### src/logic/rssa_pkg.sv
// Shared constants and types for the rotate/subtract/skip datapath
package rssa_pkg;
    localparam int DATA_W = 8;
    localparam int BIT_SEL_W = 3;
    localparam int OP_W = 5;
    localparam int MSB = 7;
    localparam int LSB = 0;
    localparam int NIB = 4;
    localparam logic [7:0] ALL_ONES = 8'hFF;
    localparam logic [7:0] BYTE_ZERO = 8'h00;
    localparam logic [7:0] ONE = 8'h01;
    localparam logic [1:0] SKIP_CYCLES = 2'h2;
    localparam logic [1:0] PLAIN_CYCLES = 2'h1;

    // Operation select codes
    typedef enum logic [4:0] {
        OP_NONE = 5'h00,
        OP_RLC_MEM = 5'h01,
        OP_RLC_ACC = 5'h02,
        OP_RR_MEM = 5'h03,
        OP_RR_ACC = 5'h04,
        OP_RRC_MEM = 5'h05,
        OP_RRC_ACC = 5'h06,
        OP_SBC_ACC = 5'h07,
        OP_SBC_MEM = 5'h08,
        OP_SUB_ACC = 5'h09,
        OP_SUB_MEM = 5'h0A,
        OP_SUB_IMM = 5'h0B,
        OP_DEC_SKIP = 5'h0C,
        OP_DEC_ACC_SKIP = 5'h0D,
        OP_INC_SKIP = 5'h0E,
        OP_INC_ACC_SKIP = 5'h0F,
        OP_BIT_SKIP = 5'h10,
        OP_SET_BYTE = 5'h11,
        OP_SET_BIT = 5'h12,
        OP_SWAP_MEM = 5'h13
    } rssa_op_type;

    // Sequencer states, one-hot
    typedef enum logic [1:0] {
        ST_RUN = 2'b01,
        ST_DUMMY = 2'b10
    } rssa_state_type;
endpackage

### src/logic/rssa_core.sv
// Execution datapath for rotates, subtracts, skips, bit sets and swap
// Behaviour
// - Memory rotate left via carry: old carry to bit 0, bit 7 to carry.
// - Accumulator rotate left via carry: same result to accumulator, memory kept.
// - Memory plain rotate right, bit 0 into bit 7, flags unchanged.
// - Accumulator plain rotate right of memory byte, memory and flags unchanged.
// - Memory rotate right via carry: carry to bit 7, bit 0 to carry.
// - Accumulator rotate right via carry, carry gets bit 0, memory kept.
// - Subtract with borrow: acc plus inverted memory plus carry to accumulator.
// - Subtract with borrow to memory, same flag updates.
// - Subtract memory: acc plus inverted memory plus one, to acc or memory.
// - Subtract immediate: acc plus inverted immediate plus one, all four flags.
// - Skip discards prefetched instruction with dummy cycle: two cycles, else one.
// - Decrement memory, write back, skip when zero, flags unchanged.
// - Decrement into accumulator, memory kept, skip when zero.
// - Increment memory, write back, skip when zero, flags unchanged.
// - Increment into accumulator, memory kept, skip when zero.
// - Skip when selected memory bit is one; no data or flag change.
// - Byte set writes all ones to memory, no flag change.
// - Bit set forces selected bit to one, others and flags kept.
// - Nibble swap of memory byte written back, no flag change.
`timescale 1ns/1ps
`default_nettype none
module rssa_core
    import rssa_pkg::*;
(
    // Clock and reset
    input wire logic core_clk_i,
    input wire logic nrst_i,
    // Instruction issue
    input wire logic issue_i,
    input wire logic [OP_W-1:0] op_i,
    input wire logic [DATA_W-1:0] mem_rd_i,
    input wire logic [DATA_W-1:0] imm_i,
    input wire logic [BIT_SEL_W-1:0] bit_sel_i,
    // Architectural state
    output logic [DATA_W-1:0] acc_o,
    output logic carry_flag_o,
    output logic zero_flag_o,
    output logic signed_wrap_flag_o,
    output logic half_carry_flag_o,
    // Memory write-back
    output logic mem_we_o,
    output logic [DATA_W-1:0] mem_wd_o,
    // Sequencing
    output logic busy_o,
    output logic discard_o
);
    ////////////////////////////////////////////////////////////////////
    function automatic logic [DATA_W-1:0] bit_mask(input logic [BIT_SEL_W-1:0] sel);
        bit_mask = ONE << sel;
    endfunction

    ////////////////////////////////////////////////////////////////////
    logic [DATA_W-1:0] add_b;
    logic add_cin;
    logic [DATA_W-1:0] add_sum;
    logic add_cout;
    logic add_half;
    logic add_ovf;

    rssa_op_type op;
    assign op = rssa_op_type'(op_i);

    always_comb begin
        add_b = ~mem_rd_i;
        add_cin = 1'b1;
        case (op)
            OP_SBC_ACC, OP_SBC_MEM: begin
                add_cin = carry_flag_o;
            end
            OP_SUB_IMM: begin
                add_b = ~imm_i;
            end
            default: begin
                add_cin = 1'b1;
            end
        endcase
    end

    rssa_adder #(.W(DATA_W)) u_adder (
        .a_i(acc_o),
        .b_i(add_b),
        .cin_i(add_cin),
        .sum_o(add_sum),
        .cout_o(add_cout),
        .half_o(add_half),
        .ovf_o(add_ovf)
    );

    ////////////////////////////////////////////////////////////////////
    logic [DATA_W-1:0] next_acc;
    logic next_carry_flag;
    logic next_zero_flag;
    logic next_signed_wrap_flag;
    logic next_half_carry_flag;
    logic next_mem_we;
    logic [DATA_W-1:0] next_mem_wd;
    logic skip;
    logic [DATA_W-1:0] dec_val;
    logic [DATA_W-1:0] inc_val;
    logic exec;
    rssa_state_type state;
    rssa_state_type next_state;

    // New instructions are taken only in the run state
    assign exec = issue_i && (state == ST_RUN);

    always_comb begin
        next_acc = acc_o;
        next_carry_flag = carry_flag_o;
        next_zero_flag = zero_flag_o;
        next_signed_wrap_flag = signed_wrap_flag_o;
        next_half_carry_flag = half_carry_flag_o;
        next_mem_we = 1'b0;
        next_mem_wd = mem_wd_o;
        skip = 1'b0;
        dec_val = mem_rd_i - ONE;
        inc_val = mem_rd_i + ONE;
        if (exec) begin
            case (op)
                OP_RLC_MEM: begin
                    next_mem_we = 1'b1;
                    next_mem_wd = {mem_rd_i[MSB-1:LSB], carry_flag_o};
                    next_carry_flag = mem_rd_i[MSB];
                end
                OP_RLC_ACC: begin
                    next_acc = {mem_rd_i[MSB-1:LSB], carry_flag_o};
                    next_carry_flag = mem_rd_i[MSB];
                end
                OP_RR_MEM: begin
                    next_mem_we = 1'b1;
                    next_mem_wd = {mem_rd_i[LSB], mem_rd_i[MSB:LSB+1]};
                end
                OP_RR_ACC: begin
                    next_acc = {mem_rd_i[LSB], mem_rd_i[MSB:LSB+1]};
                end
                OP_RRC_MEM: begin
                    next_mem_we = 1'b1;
                    next_mem_wd = {carry_flag_o, mem_rd_i[MSB:LSB+1]};
                    next_carry_flag = mem_rd_i[LSB];
                end
                OP_RRC_ACC: begin
                    next_acc = {carry_flag_o, mem_rd_i[MSB:LSB+1]};
                    next_carry_flag = mem_rd_i[LSB];
                end
                OP_SBC_ACC, OP_SUB_ACC, OP_SUB_IMM: begin
                    next_acc = add_sum;
                    next_carry_flag = add_cout;
                    next_zero_flag = (add_sum == BYTE_ZERO);
                    next_signed_wrap_flag = add_ovf;
                    next_half_carry_flag = add_half;
                end
                OP_SBC_MEM, OP_SUB_MEM: begin
                    next_mem_we = 1'b1;
                    next_mem_wd = add_sum;
                    next_carry_flag = add_cout;
                    next_zero_flag = (add_sum == BYTE_ZERO);
                    next_signed_wrap_flag = add_ovf;
                    next_half_carry_flag = add_half;
                end
                OP_DEC_SKIP: begin
                    next_mem_we = 1'b1;
                    next_mem_wd = dec_val;
                    skip = (dec_val == BYTE_ZERO);
                end
                OP_DEC_ACC_SKIP: begin
                    next_acc = dec_val;
                    skip = (dec_val == BYTE_ZERO);
                end
                OP_INC_SKIP: begin
                    next_mem_we = 1'b1;
                    next_mem_wd = inc_val;
                    skip = (inc_val == BYTE_ZERO);
                end
                OP_INC_ACC_SKIP: begin
                    next_acc = inc_val;
                    skip = (inc_val == BYTE_ZERO);
                end
                OP_BIT_SKIP: begin
                    skip = |(mem_rd_i & bit_mask(bit_sel_i));
                end
                OP_SET_BYTE: begin
                    next_mem_we = 1'b1;
                    next_mem_wd = ALL_ONES;
                end
                OP_SET_BIT: begin
                    next_mem_we = 1'b1;
                    next_mem_wd = mem_rd_i | bit_mask(bit_sel_i);
                end
                OP_SWAP_MEM: begin
                    next_mem_we = 1'b1;
                    next_mem_wd = {mem_rd_i[NIB-1:LSB], mem_rd_i[MSB:NIB]};
                end
                default: begin
                    next_mem_we = 1'b0;
                end
            endcase
        end
    end

    ////////////////////////////////////////////////////////////////////
    // dummy cycle on skip
    always_comb begin
        case (state)
            ST_RUN: begin
                next_state = skip ? ST_DUMMY : ST_RUN;
            end
            ST_DUMMY: begin
                next_state = ST_RUN;
            end
            default: begin
                next_state = ST_RUN;
            end
        endcase
    end

    always_ff @(posedge core_clk_i or negedge nrst_i) begin
        if (!nrst_i) begin
            state <= ST_RUN;
            acc_o <= BYTE_ZERO;
            carry_flag_o <= 1'b0;
            zero_flag_o <= 1'b0;
            signed_wrap_flag_o <= 1'b0;
            half_carry_flag_o <= 1'b0;
            mem_we_o <= 1'b0;
            mem_wd_o <= BYTE_ZERO;
            busy_o <= 1'b0;
            discard_o <= 1'b0;
        end else begin
            state <= next_state;
            acc_o <= next_acc;
            carry_flag_o <= next_carry_flag;
            zero_flag_o <= next_zero_flag;
            signed_wrap_flag_o <= next_signed_wrap_flag;
            half_carry_flag_o <= next_half_carry_flag;
            mem_we_o <= next_mem_we;
            mem_wd_o <= next_mem_wd;
            busy_o <= (next_state == ST_DUMMY);
            discard_o <= (next_state == ST_DUMMY);
        end
    end

    ////////////////////////////////////////////////////////////////////
    // Checks
    a_rlc_carry: assert property (@(posedge core_clk_i) disable iff (!nrst_i)
        (exec && op == OP_RLC_MEM) |=> (carry_flag_o == $past(mem_rd_i[MSB])) && mem_we_o
        && mem_wd_o == {$past(mem_rd_i[MSB-1:LSB]), $past(carry_flag_o)})
        else $error("left rotate via carry wrong");
    a_rlc_acc: assert property (@(posedge core_clk_i) disable iff (!nrst_i)
        (exec && op == OP_RLC_ACC) |=> !mem_we_o
        && acc_o == {$past(mem_rd_i[MSB-1:LSB]), $past(carry_flag_o)})
        else $error("left rotate to acc wrong");
    a_rr_flags: assert property (@(posedge core_clk_i) disable iff (!nrst_i)
        (exec && op == OP_RR_MEM) |=> $stable(carry_flag_o) && $stable(zero_flag_o)
        && mem_wd_o == {$past(mem_rd_i[LSB]), $past(mem_rd_i[MSB:LSB+1])})
        else $error("plain right rotate wrong");
    a_rrc_carry: assert property (@(posedge core_clk_i) disable iff (!nrst_i)
        (exec && op == OP_RRC_MEM) |=> carry_flag_o == $past(mem_rd_i[LSB]))
        else $error("right rotate carry wrong");
    a_sub_zero: assert property (@(posedge core_clk_i) disable iff (!nrst_i)
        (exec && op == OP_SUB_ACC) |=> zero_flag_o == (acc_o == BYTE_ZERO)
        && acc_o == $past(acc_o - mem_rd_i))
        else $error("subtract result wrong");
    a_skip_two: assert property (@(posedge core_clk_i) disable iff (!nrst_i)
        (exec && skip) |=> discard_o ##1 !discard_o)
        else $error("skip dummy cycle wrong");
    a_dec_skip: assert property (@(posedge core_clk_i) disable iff (!nrst_i)
        (exec && op == OP_DEC_SKIP && mem_rd_i == ONE) |=> discard_o && mem_wd_o == BYTE_ZERO)
        else $error("decrement skip wrong");
    a_set_byte: assert property (@(posedge core_clk_i) disable iff (!nrst_i)
        (exec && op == OP_SET_BYTE) |=> mem_we_o && mem_wd_o == ALL_ONES && $stable(carry_flag_o))
        else $error("byte set wrong");
    a_swap_nib: assert property (@(posedge core_clk_i) disable iff (!nrst_i)
        (exec && op == OP_SWAP_MEM) |=> mem_wd_o == {$past(mem_rd_i[NIB-1:LSB]),
        $past(mem_rd_i[MSB:NIB])})
        else $error("nibble swap wrong");
    a_bit_set: assert property (@(posedge core_clk_i) disable iff (!nrst_i)
        (exec && op == OP_SET_BIT) |=> mem_we_o
        && mem_wd_o == ($past(mem_rd_i) | bit_mask($past(bit_sel_i))))
        else $error("bit set wrong");
    c_skip_taken: cover property (@(posedge core_clk_i) disable iff (!nrst_i)
        exec && skip ##1 discard_o);
    c_sbc_exec: cover property (@(posedge core_clk_i) disable iff (!nrst_i)
        exec && op == OP_SBC_MEM);
    c_bit_skip: cover property (@(posedge core_clk_i) disable iff (!nrst_i)
        exec && op == OP_BIT_SKIP && skip);
endmodule
`default_nettype wire

### src/logic/rssa_adder.sv
// Eight-bit adder with carry-in producing sum and arithmetic flags
`timescale 1ns/1ps
`default_nettype none
module rssa_adder
    import rssa_pkg::*;
#(
    parameter int W = DATA_W
) (
    // Operands
    input wire logic [W-1:0] a_i,
    input wire logic [W-1:0] b_i,
    input wire logic cin_i,
    // Results
    output logic [W-1:0] sum_o,
    output logic cout_o,
    output logic half_o,
    output logic ovf_o
);
    logic [NIB:0] low;
    logic [W:0] full;
    always_comb begin
        low = {1'b0, a_i[NIB-1:0]} + {1'b0, b_i[NIB-1:0]} + {{NIB{1'b0}}, cin_i};
        full = {1'b0, a_i} + {1'b0, b_i} + {{W{1'b0}}, cin_i};
        sum_o = full[W-1:0];
        cout_o = full[W];
        half_o = low[NIB];
        // Signed overflow: like-signed operands, sum sign differs
        ovf_o = (a_i[W-1] == b_i[W-1]) && (full[W-1] != a_i[W-1]);
    end
endmodule
`default_nettype wire

### config.mk
export PLATFORM = sky130hd
export DESIGN_NAME = rssa_core
export DESIGN_NICKNAME = d
export VERILOG_FILES = /design/src/logic/rssa_pkg.sv /design/src/logic/rssa_core.sv /design/src/logic/rssa_adder.sv
export SDC_FILE = /design/constraint.sdc
export NUM_CORES = 1
export LEC_CHECK = 0
export BUFFER_PORTS_ARGS = -buffer_cell sky130_fd_sc_hd__buf_2
export CORE_MARGIN = 1.5
export CORE_UTILIZATION = 45
export CTS_BUF_LIST = sky130_fd_sc_hd__clkbuf_16
export CTS_CLUSTER_SIZE = 28
export DETAILED_ROUTE_END_ITERATION = 12
export GPL_ROUTABILITY_DRIVEN = 0
export GPL_TIMING_DRIVEN = 0
export PLACE_DENSITY = 0.79
export SLEW_MARGIN = 20
export SYNTH_ARGS = -nofsm -noshare
export SYNTH_HDL_FRONTEND = slang
export SYNTH_SLANG_ARGS = --single-unit
### constraint.sdc
create_clock -name core_clk_i -period 3.39 [get_ports core_clk_i]
set_clock_uncertainty 0.1 [all_clocks]
set_input_delay 0 -clock core_clk_i [delete_from_list [all_inputs] [get_ports core_clk_i]]
set_output_delay 0 -clock core_clk_i [all_outputs]
set_load 0.005 [all_outputs]
Word level (Yosys, flattened, before mapping):

Cells that the tools add are included.

* register bits after elaboration: 24
* latch bits: 0
* bits in writable memories: 0
* ROM bits: 0
* input port bits: 27
* output and inout port bits: 23
* memories: 0

* $add $sub $neg: 6
* $mul: 0
* divide/modulo/power cells: 0
* $lt $le $gt $ge: 0
* equality and inequality tests: 23
* shift-type cells: 1
* mux-type cells: 11
* bitwise logic cells: 4
* reductions and logical operators: 22

Operator list (count)
* $pmux 8 s9: 1
* $pmux 8 s6: 1
* $eq 5x4->1 const B: 8
* $logic_not 8->1: 3
* $eq 5x3->1 const B: 4
* $eq 5x5->1 const B: 4
* $not 8->8: 2
* $reduce_or 2->1: 6
* $eq 5x2->1 const B: 2
* $reduce_or 10->1: 1
* $add 8x8->9: 1
* $add 9x1->9: 1
* $reduce_bool 9->1: 1
* $add 8x1->8 const B: 1
* $and 8x8->8: 1
* $mux 8: 1
* $or 8x8->8: 1
* $reduce_and 2->1: 4
* $reduce_or 8->1: 1
* $shl 1x3->8 const A: 1
* $sub 8x1->8 const B: 1
* $pmux 1 s3: 2
* $reduce_bool 6->1: 1
* $add 4x4->5: 1
* 12 further kinds: 17

Logic depth before layout (Yosys ltp):

Gate-level depths: netlist of run 1.

* depth after elaboration: 8
* depth in mapped cells: 14

By module:

From an unflattened synthesis of run 1, not the netlist that was laid out.

* cell total of the unflattened synthesis: 384
* area total of the unflattened synthesis: 3020.4 um^2

Modules (own cells, without submodules)
* rssa_core: times used 1, cells each 347, area each 2696.3 um^2
* rssa_adder: times used 1, cells each 37, area each 324.1 um^2

Worst setup path after synthesis of run 1:

No wires, ideal clock.

* path type: input to register
* from: in op_i[0]
* to: reg zero_flag_o
* arrival: 3004 ps
* data required time: 3195 ps
* path slack: 191 ps
* cell stages on the path: 13
* buffers on the path: 2
* cells stage by stage: buf_2 > buf_2 > nand2_1 > nor3_2 > mux2i_1 > fa_1 > inv_1 > fa_1 > nand2b_1 > a21oi_1 > xor2_1 > or4b_1 > o31ai_1

* cells in the longest elaborated chain, start to end: 5

RTL lines
* from (decl): RTL line rssa_core.sv:32 `input wire logic [OP_W-1:0] op_i,`
* $eq 5x4->1 / $eq 5x3->1 (equally long branches): RTL line rssa_core.sv:68, rssa_core.sv:121
* $mux 8 / $reduce_or 2->1 (equally long branches): RTL line rssa_core.sv:68 `case (op)`
* $add 8x8->9 / $mux 1 (equally long branches): RTL line rssa_adder.sv:23, rssa_core.sv:68
* $add 9x1->9: RTL line rssa_adder.sv:23 `full = {1'b0, a_i} + {1'b0, b_i} + {{W{1'b0}}, cin_i};`
* $logic_not 8->1: RTL line rssa_core.sv:150, rssa_core.sv:158
* to (signal assigned): RTL line rssa_core.sv:234 `zero_flag_o <= next_zero_flag;`
* to (decl): RTL line rssa_core.sv:39 `output logic zero_flag_o,`

Parallel ways exist; a longest one is shown, timed or not.
A chain may end at the register's enable or synchronous reset.

Worst setup path after layout of run 1:

* from: in op_i[0]
* to: reg mem_wd_o[4]

* cells in the longest elaborated chain, start to end: 5

RTL lines
* $eq 5x4->1 (tied with other cells): RTL line rssa_core.sv:68
* $mux 8 / $reduce_or 2->1 (equally long branches): RTL line rssa_core.sv:68
* $add 8x8->9 / $mux 1 (equally long branches): RTL line rssa_adder.sv:23, rssa_core.sv:68
* $add 9x1->9: RTL line rssa_adder.sv:23
* $pmux 8 s9: RTL line rssa_core.sv:121 `case (op)`
* to (signal assigned): RTL line rssa_core.sv:238 `mem_wd_o <= next_mem_wd;`
* to (decl): RTL line rssa_core.sv:44 `output logic [DATA_W-1:0] mem_wd_o,`

Parallel ways exist; a longest one is shown, timed or not.

==> flow_metrics.env, run 1 <==
export IMPL_worst_pin_slew_ns=0.7229
export IMPL_swShare_pct=40.66
export IMPL_initial_core_util_pct=46.89
export IMPL_yosys_area_share_simple_pct=23.21
export IMPL_final_area_um2=3214
export IMPL_cts_buffers=3
export IMPL_die_y_um=81.78
export IMPL_hold_path_class="primary input to asynchronous set/reset pin"
export IMPL_coreArea_um2=5956
export IMPL_cts_tree="done"
export IMPL_crit_fanout=10
export IMPL_path_class="primary input to flip-flop"
export IMPL_clk_pin_slew_ns=0.06
export IMPL_io_buffer_count=42
export IMPL_synth_mux_area_share_pct=6.317
export IMPL_setup_violations=0
export IMPL_final_common_cell="buf_2"
export IMPL_clkPwrFrac_pct=20.6
export IMPL_ys_seq_elements=23
export IMPL_clock_sinks=23
export IMPL_diodes=0
export IMPL_htreeDepth=1
export IMPL_worstPathArrival_ns=3.15
export IMPL_die_x_um=81.78
export IMPL_n_fill_cell=587
export IMPL_worstSetupEndpointType="flip-flop"
export IMPL_ant_nets=0
export IMPL_crit_chain="buf_2 > buf_2 > nand2_1 > nor3_4 > mux2i_2 > fa_1 > inv_1 > fa_1 > nand2b_1 > a21oi_1 > xor2_1 > mux2_2 > a221oi_1 > a211oi_1"
export IMPL_peakVddDrop_uv=257.0
export IMPL_drc=0
export IMPL_synth_xor_area_share_pct=6.272
export IMPL_worst_slack_ns=0.2724
export IMPL_grt_max_degree=24
export IMPL_synthesis_nets=399
export IMPL_wl_um=8922
export IMPL_grt_pass1_vias=2925
export IMPL_wl_per_cell_um=18.55
export IMPL_synth_adder_area_share_pct=6.720
export IMPL_final_min_clock_period_ns=3.118
export IMPL_synthArstFlopShare_pct=100.0
export IMPL_hold_viol=0
export IMPL_placed_area_um2=3097
export IMPL_synth_edff_count=0
export IMPL_area_delta_synth_final_pct=15.10
export IMPL_startpoint_type="primary input"
export IMPL_hpwlAfterDp_um=6725
export IMPL_layout_drive_gt1_share_pct=20.20
export IMPL_antenna_found_initial=0
export IMPL_cpMaxStageDelayCell="fa_1"
export IMPL_layout_common_cells="buf_2 (51), nor2_1 (38), nand2_1 (28)"
export IMPL_required_ns=3.42
export IMPL_syn_inst=359
export IMPL_insertion_delay_ns=0.26
export IMPL_ys_seq_area_share_pct=20.65
export IMPL_drtIter0Drc=403
export IMPL_syn_area_per_cell_um2=7.779
export IMPL_combPwrFrac_pct=48.9
export IMPL_io_pins=50
export IMPL_status="finished, final reports clean"
export IMPL_synth_compound_area_share_pct=29.26
export IMPL_rsz0062_at_grt="no"
export IMPL_ys_flop_type="dfrtp_1"
export IMPL_vias_per_cell=6.590
export IMPL_groute_usage_overall_pct=27.70
export IMPL_grt_pass1_wl_um=14280
export IMPL_synth_top_family_by_area="compound AO/OA/AOI/OAI gates"
export IMPL_leakage_nw=1.283
export IMPL_finalCritPeriodShare_pct=91.97
export IMPL_p_int_uw=748.5
export IMPL_ctsLongestPathBuffers=2
export IMPL_max_freq_ghz=0.3208
export IMPL_nets=447
export IMPL_critical_path_max_stage_delay_ns=0.43
export IMPL_syn_cell_area_um2=2793
export IMPL_slew_violations=0
export IMPL_ys_warn_count=0
export IMPL_dr_pass1_iters=5
export IMPL_pre_cts_ws_ns=-0.5811
export IMPL_cts_root_buf="clkbuf_16"
export IMPL_via_count=3170
export IMPL_fp_row_count=28
export IMPL_power_frac_seq_pct=30.5
export IMPL_p_sw_uw=512.9
export IMPL_die_area_um2=6687
export IMPL_synthDistinctLibCells=76
export IMPL_cap_violations=0
export IMPL_globalRouteOverflowTotal=0
export IMPL_max_slew_margin_rel_pct=51.44
export IMPL_powerDensity_nw_per_um2=392.4
state kept, by name, summed over array words and instances, names as in the netlist:
name,flops
acc_o,8
carry_flag_o,1
state,1
discard_o,1
zero_flag_o,1
mem_wd_o,8
signed_wrap_flag_o,1
half_carry_flag_o,1
mem_we_o,1
worst paths after layout:
kind,end,start,cells after the start,slack (ns)
hold / removal,acc_o[1],nrst_i,2,0.15
min in group core_clk_i,discard_o,issue_i,3,0.16
max in group asynchronous,state[0],nrst_i,2,2.67
setup reg to reg,mem_wd_o[4],carry_flag_o,11,0.48
setup / recovery,mem_wd_o[4],op_i[0],14,0.27
hold reg to reg,signed_wrap_flag_o,signed_wrap_flag_o,2,0.39
cell families after synthesis:
| family | count (synthesis) |
|---|---|
| AOI/OAI and AO/OA | 114 |
| and+or+nand+nor | 125 |
| buffers and inverters | 47 |
| DFF | 23 |
| xor gates and xnor gates | 20 |
| adders and majority gates | 14 |
| muxes | 16 |
critical path: cells and delay by family:
family          cells  cell delay (ns)
fa+ha+maj           2             0.67
compound gates      3             0.67
simple gates        3             0.61
mux                 2             0.57
buf+inv             3             0.47
xor+xnor            1             0.16
cell usage after synthesis, drive strengths merged, types with 2 or more instances:
cell type  number  area [um2]
mux2            3       33.78
nand3b          2       15.01
o21ai          17       85.08
mux2i          13       142.6
a22oi           7       57.55
a221oi         12       105.1
o22ai           7       43.79
clkbuf         14       52.55
dfrtp          22       550.5
o41ai           2       17.52
a31oi          13       81.33
nor2b           4       25.02
o221ai          2       17.52
o211ai          3       22.52
a21oi          17       88.84
nand2b          8       50.05
o2111ai         4       35.03
or2             4       27.53
nor3           11       60.06
nand2          28       105.1
a211oi          5       42.54
nand3          11       55.05
xnor2          11       96.34
and2            2       12.51
o31ai           4       35.03
inv            17       63.81
o32a            2       20.02
buf            16       95.09
fa              2       40.04
a31o            2       17.52
nor4            5       52.55
nand4           3       18.77
ha             11       137.6
nor3b           2       20.02
o21a            3       22.52
xor2            9       78.83
nor2           38       142.6
metal layers:
metal  part of all wire (%)  up-vias  wire (um)  global-route usage (%)
met2                     47      214       4149                   46.48
met5                      0        -          0                       0
met4                    3.9        0        346                   11.69
li1                       -     1437          -                       -
met3                    9.6       42        857                   4.222
met1                     40     1477       3569                   35.17
power by group through the flow:
| stage | sequential [mW] | combinational (mW) | clock, mW |
|---|---|---|---|
| 2_1_floorplan | 0.390 | 0.389 | 0 |
| 3_3_place_gp | 0.387 | 0.574 | 0 |
| 3_5_place_dp | 0.390 | 0.588 | 0 |
| 4_1_cts | 0.385 | 0.596 | 0.259 |
| 5_1_grt | 0.393 | 0.678 | 0.273 |
| 6_report | 0.385 | 0.616 | 0.260 |
area by class of cell:
| type | instances | area [um2] | share of cell area, % |
|---|---|---|---|
| Buffer | 28 | 138.9 | 4.321 |
| Clock inverter | 1 | 3.754 | 0.1168 |
| Timing Repair Buffer | 45 | 235.2 | 7.318 |
| Clock buffer | 3 | 75.07 | 2.336 |
| Sequential cell | 23 | 576.8 | 17.94 |
| Inverter | 17 | 63.81 | 1.985 |
| Multi-Input combinational cell | 289 | 2027 | 63.06 |
| Tap cell | 75 | 93.84 | 2.919 |
repair_timing:
| action | 4_1_cts | 5_1_grt |
|---|---|---|
| hold buffers | 1 | 0 |
| hold endpoints to repair | 23 | 0 |
| pin swaps | 1 | 1 |
| buffers inserted | 2 | 0 |
| endpoints found under the setup margin | 9 | 3 |
| resized for setup | 1 | 3 |
per-stage QoR:
step           total power [mW]  util (%)  setup TNS (ns)  hold WS [ns]  std cells
2_1_floorplan            0.7789         -               0       -0.3956        359
3_3_place_gp             0.9610     52.00          -2.385      -0.08986        476
3_5_place_dp             0.9785     52.00          -3.628      -0.09556        476
4_1_cts                   1.241     53.84               0        0.1417        483
5_1_grt                   1.343     53.97               0        0.1632        481
6_report                  1.261     53.97               0        0.1479        481
No activity file was read; power rests on OpenSTA's default activity.
==> run 2, diff against run 1 <==
--- a/config.mk
+++ b/config.mk
@@ -8,11 +8,12 @@
 export BUFFER_PORTS_ARGS = -buffer_cell sky130_fd_sc_hd__buf_2
 export CORE_MARGIN = 1.5
 export CORE_UTILIZATION = 45
-export CTS_BUF_LIST = sky130_fd_sc_hd__clkbuf_16
+export CTS_BUF_LIST = sky130_fd_sc_hd__clkbuf_8
 export CTS_CLUSTER_SIZE = 28
 export DETAILED_ROUTE_END_ITERATION = 12
 export GPL_ROUTABILITY_DRIVEN = 0
 export GPL_TIMING_DRIVEN = 0
+export MAX_ROUTING_LAYER = met4
 export PLACE_DENSITY = 0.79
 export SLEW_MARGIN = 20
 export SYNTH_ARGS = -nofsm -noshare
==> flow_metrics.env, run 2 (synthesized netlist as in run 1, its figures left out) <==
export IMPL_status="finished, final reports clean"
export IMPL_cts_tree="done"
export IMPL_worstSetupEndpointType="flip-flop"
export IMPL_max_slew_margin_rel_pct=51.36
export IMPL_crit_fanout=10
export IMPL_leakage_nw=1.263
export IMPL_io_buffer_count=42
export IMPL_setup_violations=0
export IMPL_io_pins=50
export IMPL_n_fill_cell=590
export IMPL_reg2reg_from="carry_flag_o"
export IMPL_globalRouteOverflowTotal=0
export IMPL_drc=0
export IMPL_via_count=3153
export IMPL_hold_viol=0
export IMPL_wl_um=8864
export IMPL_dr_pass1_iters=5
export IMPL_critical_path_max_stage_delay_ns=0.54
export IMPL_ant_nets=0
export IMPL_drtIter0Drc=368
export IMPL_layout_drive_gt1_share_pct=19.70
export IMPL_clock_sinks=23
export IMPL_startpoint_type="primary input"
export IMPL_area_delta_synth_final_pct=13.71
export IMPL_powerDensity_nw_per_um2=368.6
export IMPL_layout_common_cells="buf_2 (50), nor2_1 (38), nand2_1 (28)"
export IMPL_initial_core_util_pct=46.89
export IMPL_cts_buffers=3
export IMPL_fp_row_count=28
export IMPL_final_common_cell="buf_2"
export IMPL_die_area_um2=6687
export IMPL_hpwlAfterDp_um=6725
export IMPL_coreArea_um2=5956
export IMPL_rsz0062_at_grt="no"
export IMPL_top_regs="acc_o: 8 flops, mem_wd_o: 8 flops"
export IMPL_crit_start="op_i[4]"
export IMPL_finalCritPeriodShare_pct=93.40
export IMPL_final_area_um2=3176
export IMPL_required_ns=3.47
export IMPL_grt_pass1_wl_um=14220
export IMPL_insertion_delay_ns=0.27
export IMPL_htreeDepth=1
export IMPL_crit_chain="buf_2 > buf_2 > clkbuf_1 > nand2b_1 > o22ai_1 > nand2_1 > fa_1 > inv_1 > fa_1 > nand2b_1 > a21oi_1 > xor2_1 > or4b_1 > o31ai_1"
export IMPL_max_freq_ghz=0.3158
export IMPL_wl_per_cell_um=18.43
export IMPL_antenna_found_initial=0
export IMPL_final_core_util_pct=53.32
export IMPL_final_min_clock_period_ns=3.166
export IMPL_cpMaxStageDelayCell="or4b_1"
export IMPL_worstPathArrival_ns=3.24
export IMPL_cap_violations=0
export IMPL_diodes=0
export IMPL_clk_pin_slew_ns=0.08
export IMPL_dp_cells=476
export IMPL_die_y_um=81.78
export IMPL_worst_pin_slew_ns=0.7241
export IMPL_die_x_um=81.78
export IMPL_grt_pass1_vias=2891
export IMPL_placed_area_um2=3097
export IMPL_groute_usage_overall_pct=28.45
export IMPL_vias_per_cell=6.555
export IMPL_path_class="primary input to flip-flop"
export IMPL_finalNonFillerCells=481
export IMPL_peakVddDrop_uv=199.1
export IMPL_tns_ns=0
export IMPL_cts_root_buf="clkbuf_8"
export IMPL_nets=447
export IMPL_hold_path_class="primary input to asynchronous set/reset pin"
export IMPL_slew_violations=0
export IMPL_ctsLongestPathBuffers=2
export IMPL_grt_max_degree=24
export IMPL_holdWs_ns=0.1365
[run 2: repair_timing]
item                                   4_1_cts  5_1_grt
endpoints found under the hold margin       23        0
setup endpoints to repair                    9        2
hold buffers                                 1        0
buffers inserted                             2        0
resized for setup                            1        2
pin swaps                                    1        0
[run 2: worst max-delay path: cells and delay by family]
kind | cells | cell delay (ns)
fa+ha+maj | 2 | 0.63
xor+xnor | 1 | 0.16
buf+inv | 4 | 0.84
compound gates | 3 | 0.56
simple gates | 4 | 1.05
[run 2: final timing paths]
| path | end | depth (start not counted) | slack (ns) |
|---|---|---|---|
| worst max-delay path | zero_flag_o | 14 | 0.22 |
| worst min-delay path | acc_o[1] | 2 | 0.14 |
| worst max register to register | zero_flag_o | 10 | 0.47 |
| worst min register to register | signed_wrap_flag_o | 2 | 0.39 |
| max in group asynchronous | state[0] | 2 | 2.68 |
| min in group core_clk_i | discard_o | 3 | 0.14 |
[run 2: routing by layer]
metal / track usage (%) / part of all wire, %
met2: 45.57 / 46
met5: - / 0
met1: 35.57 / 40
met3: 4.000 / 10
met4: 12.54 / 3.7
[run 2: per-stage QoR]
stage          setup WS, ns  total power [mW]
2_1_floorplan        0.1906            0.7789
3_3_place_gp        -0.4159            0.9610
3_5_place_dp        -0.5811            0.9785
4_1_cts              0.2567             1.155
5_1_grt             0.04187             1.255
6_report             0.2238             1.170
[run 2: area by class of cell]
type / count / area, um2 / share of cell area, %
Buffer: 28 / 137.6 / 4.334
Tap cell: 75 / 93.84 / 2.955
Timing Repair Buffer: 45 / 235.2 / 7.407
Inverter: 17 / 63.81 / 2.009
Clock buffer: 3 / 41.29 / 1.300
Multi-Input combinational cell: 289 / 2023 / 63.71
Clock inverter: 1 / 3.754 / 0.1182
Sequential cell: 23 / 576.8 / 18.16
[run 2: power by group]
part           leakage, nW  total [mW]  internal (mW)  switching [mW]
Clock               0.0269       0.171         0.0811          0.0895
Sequential           0.274       0.384          0.337          0.0474
Combinational        0.962       0.615          0.253           0.363
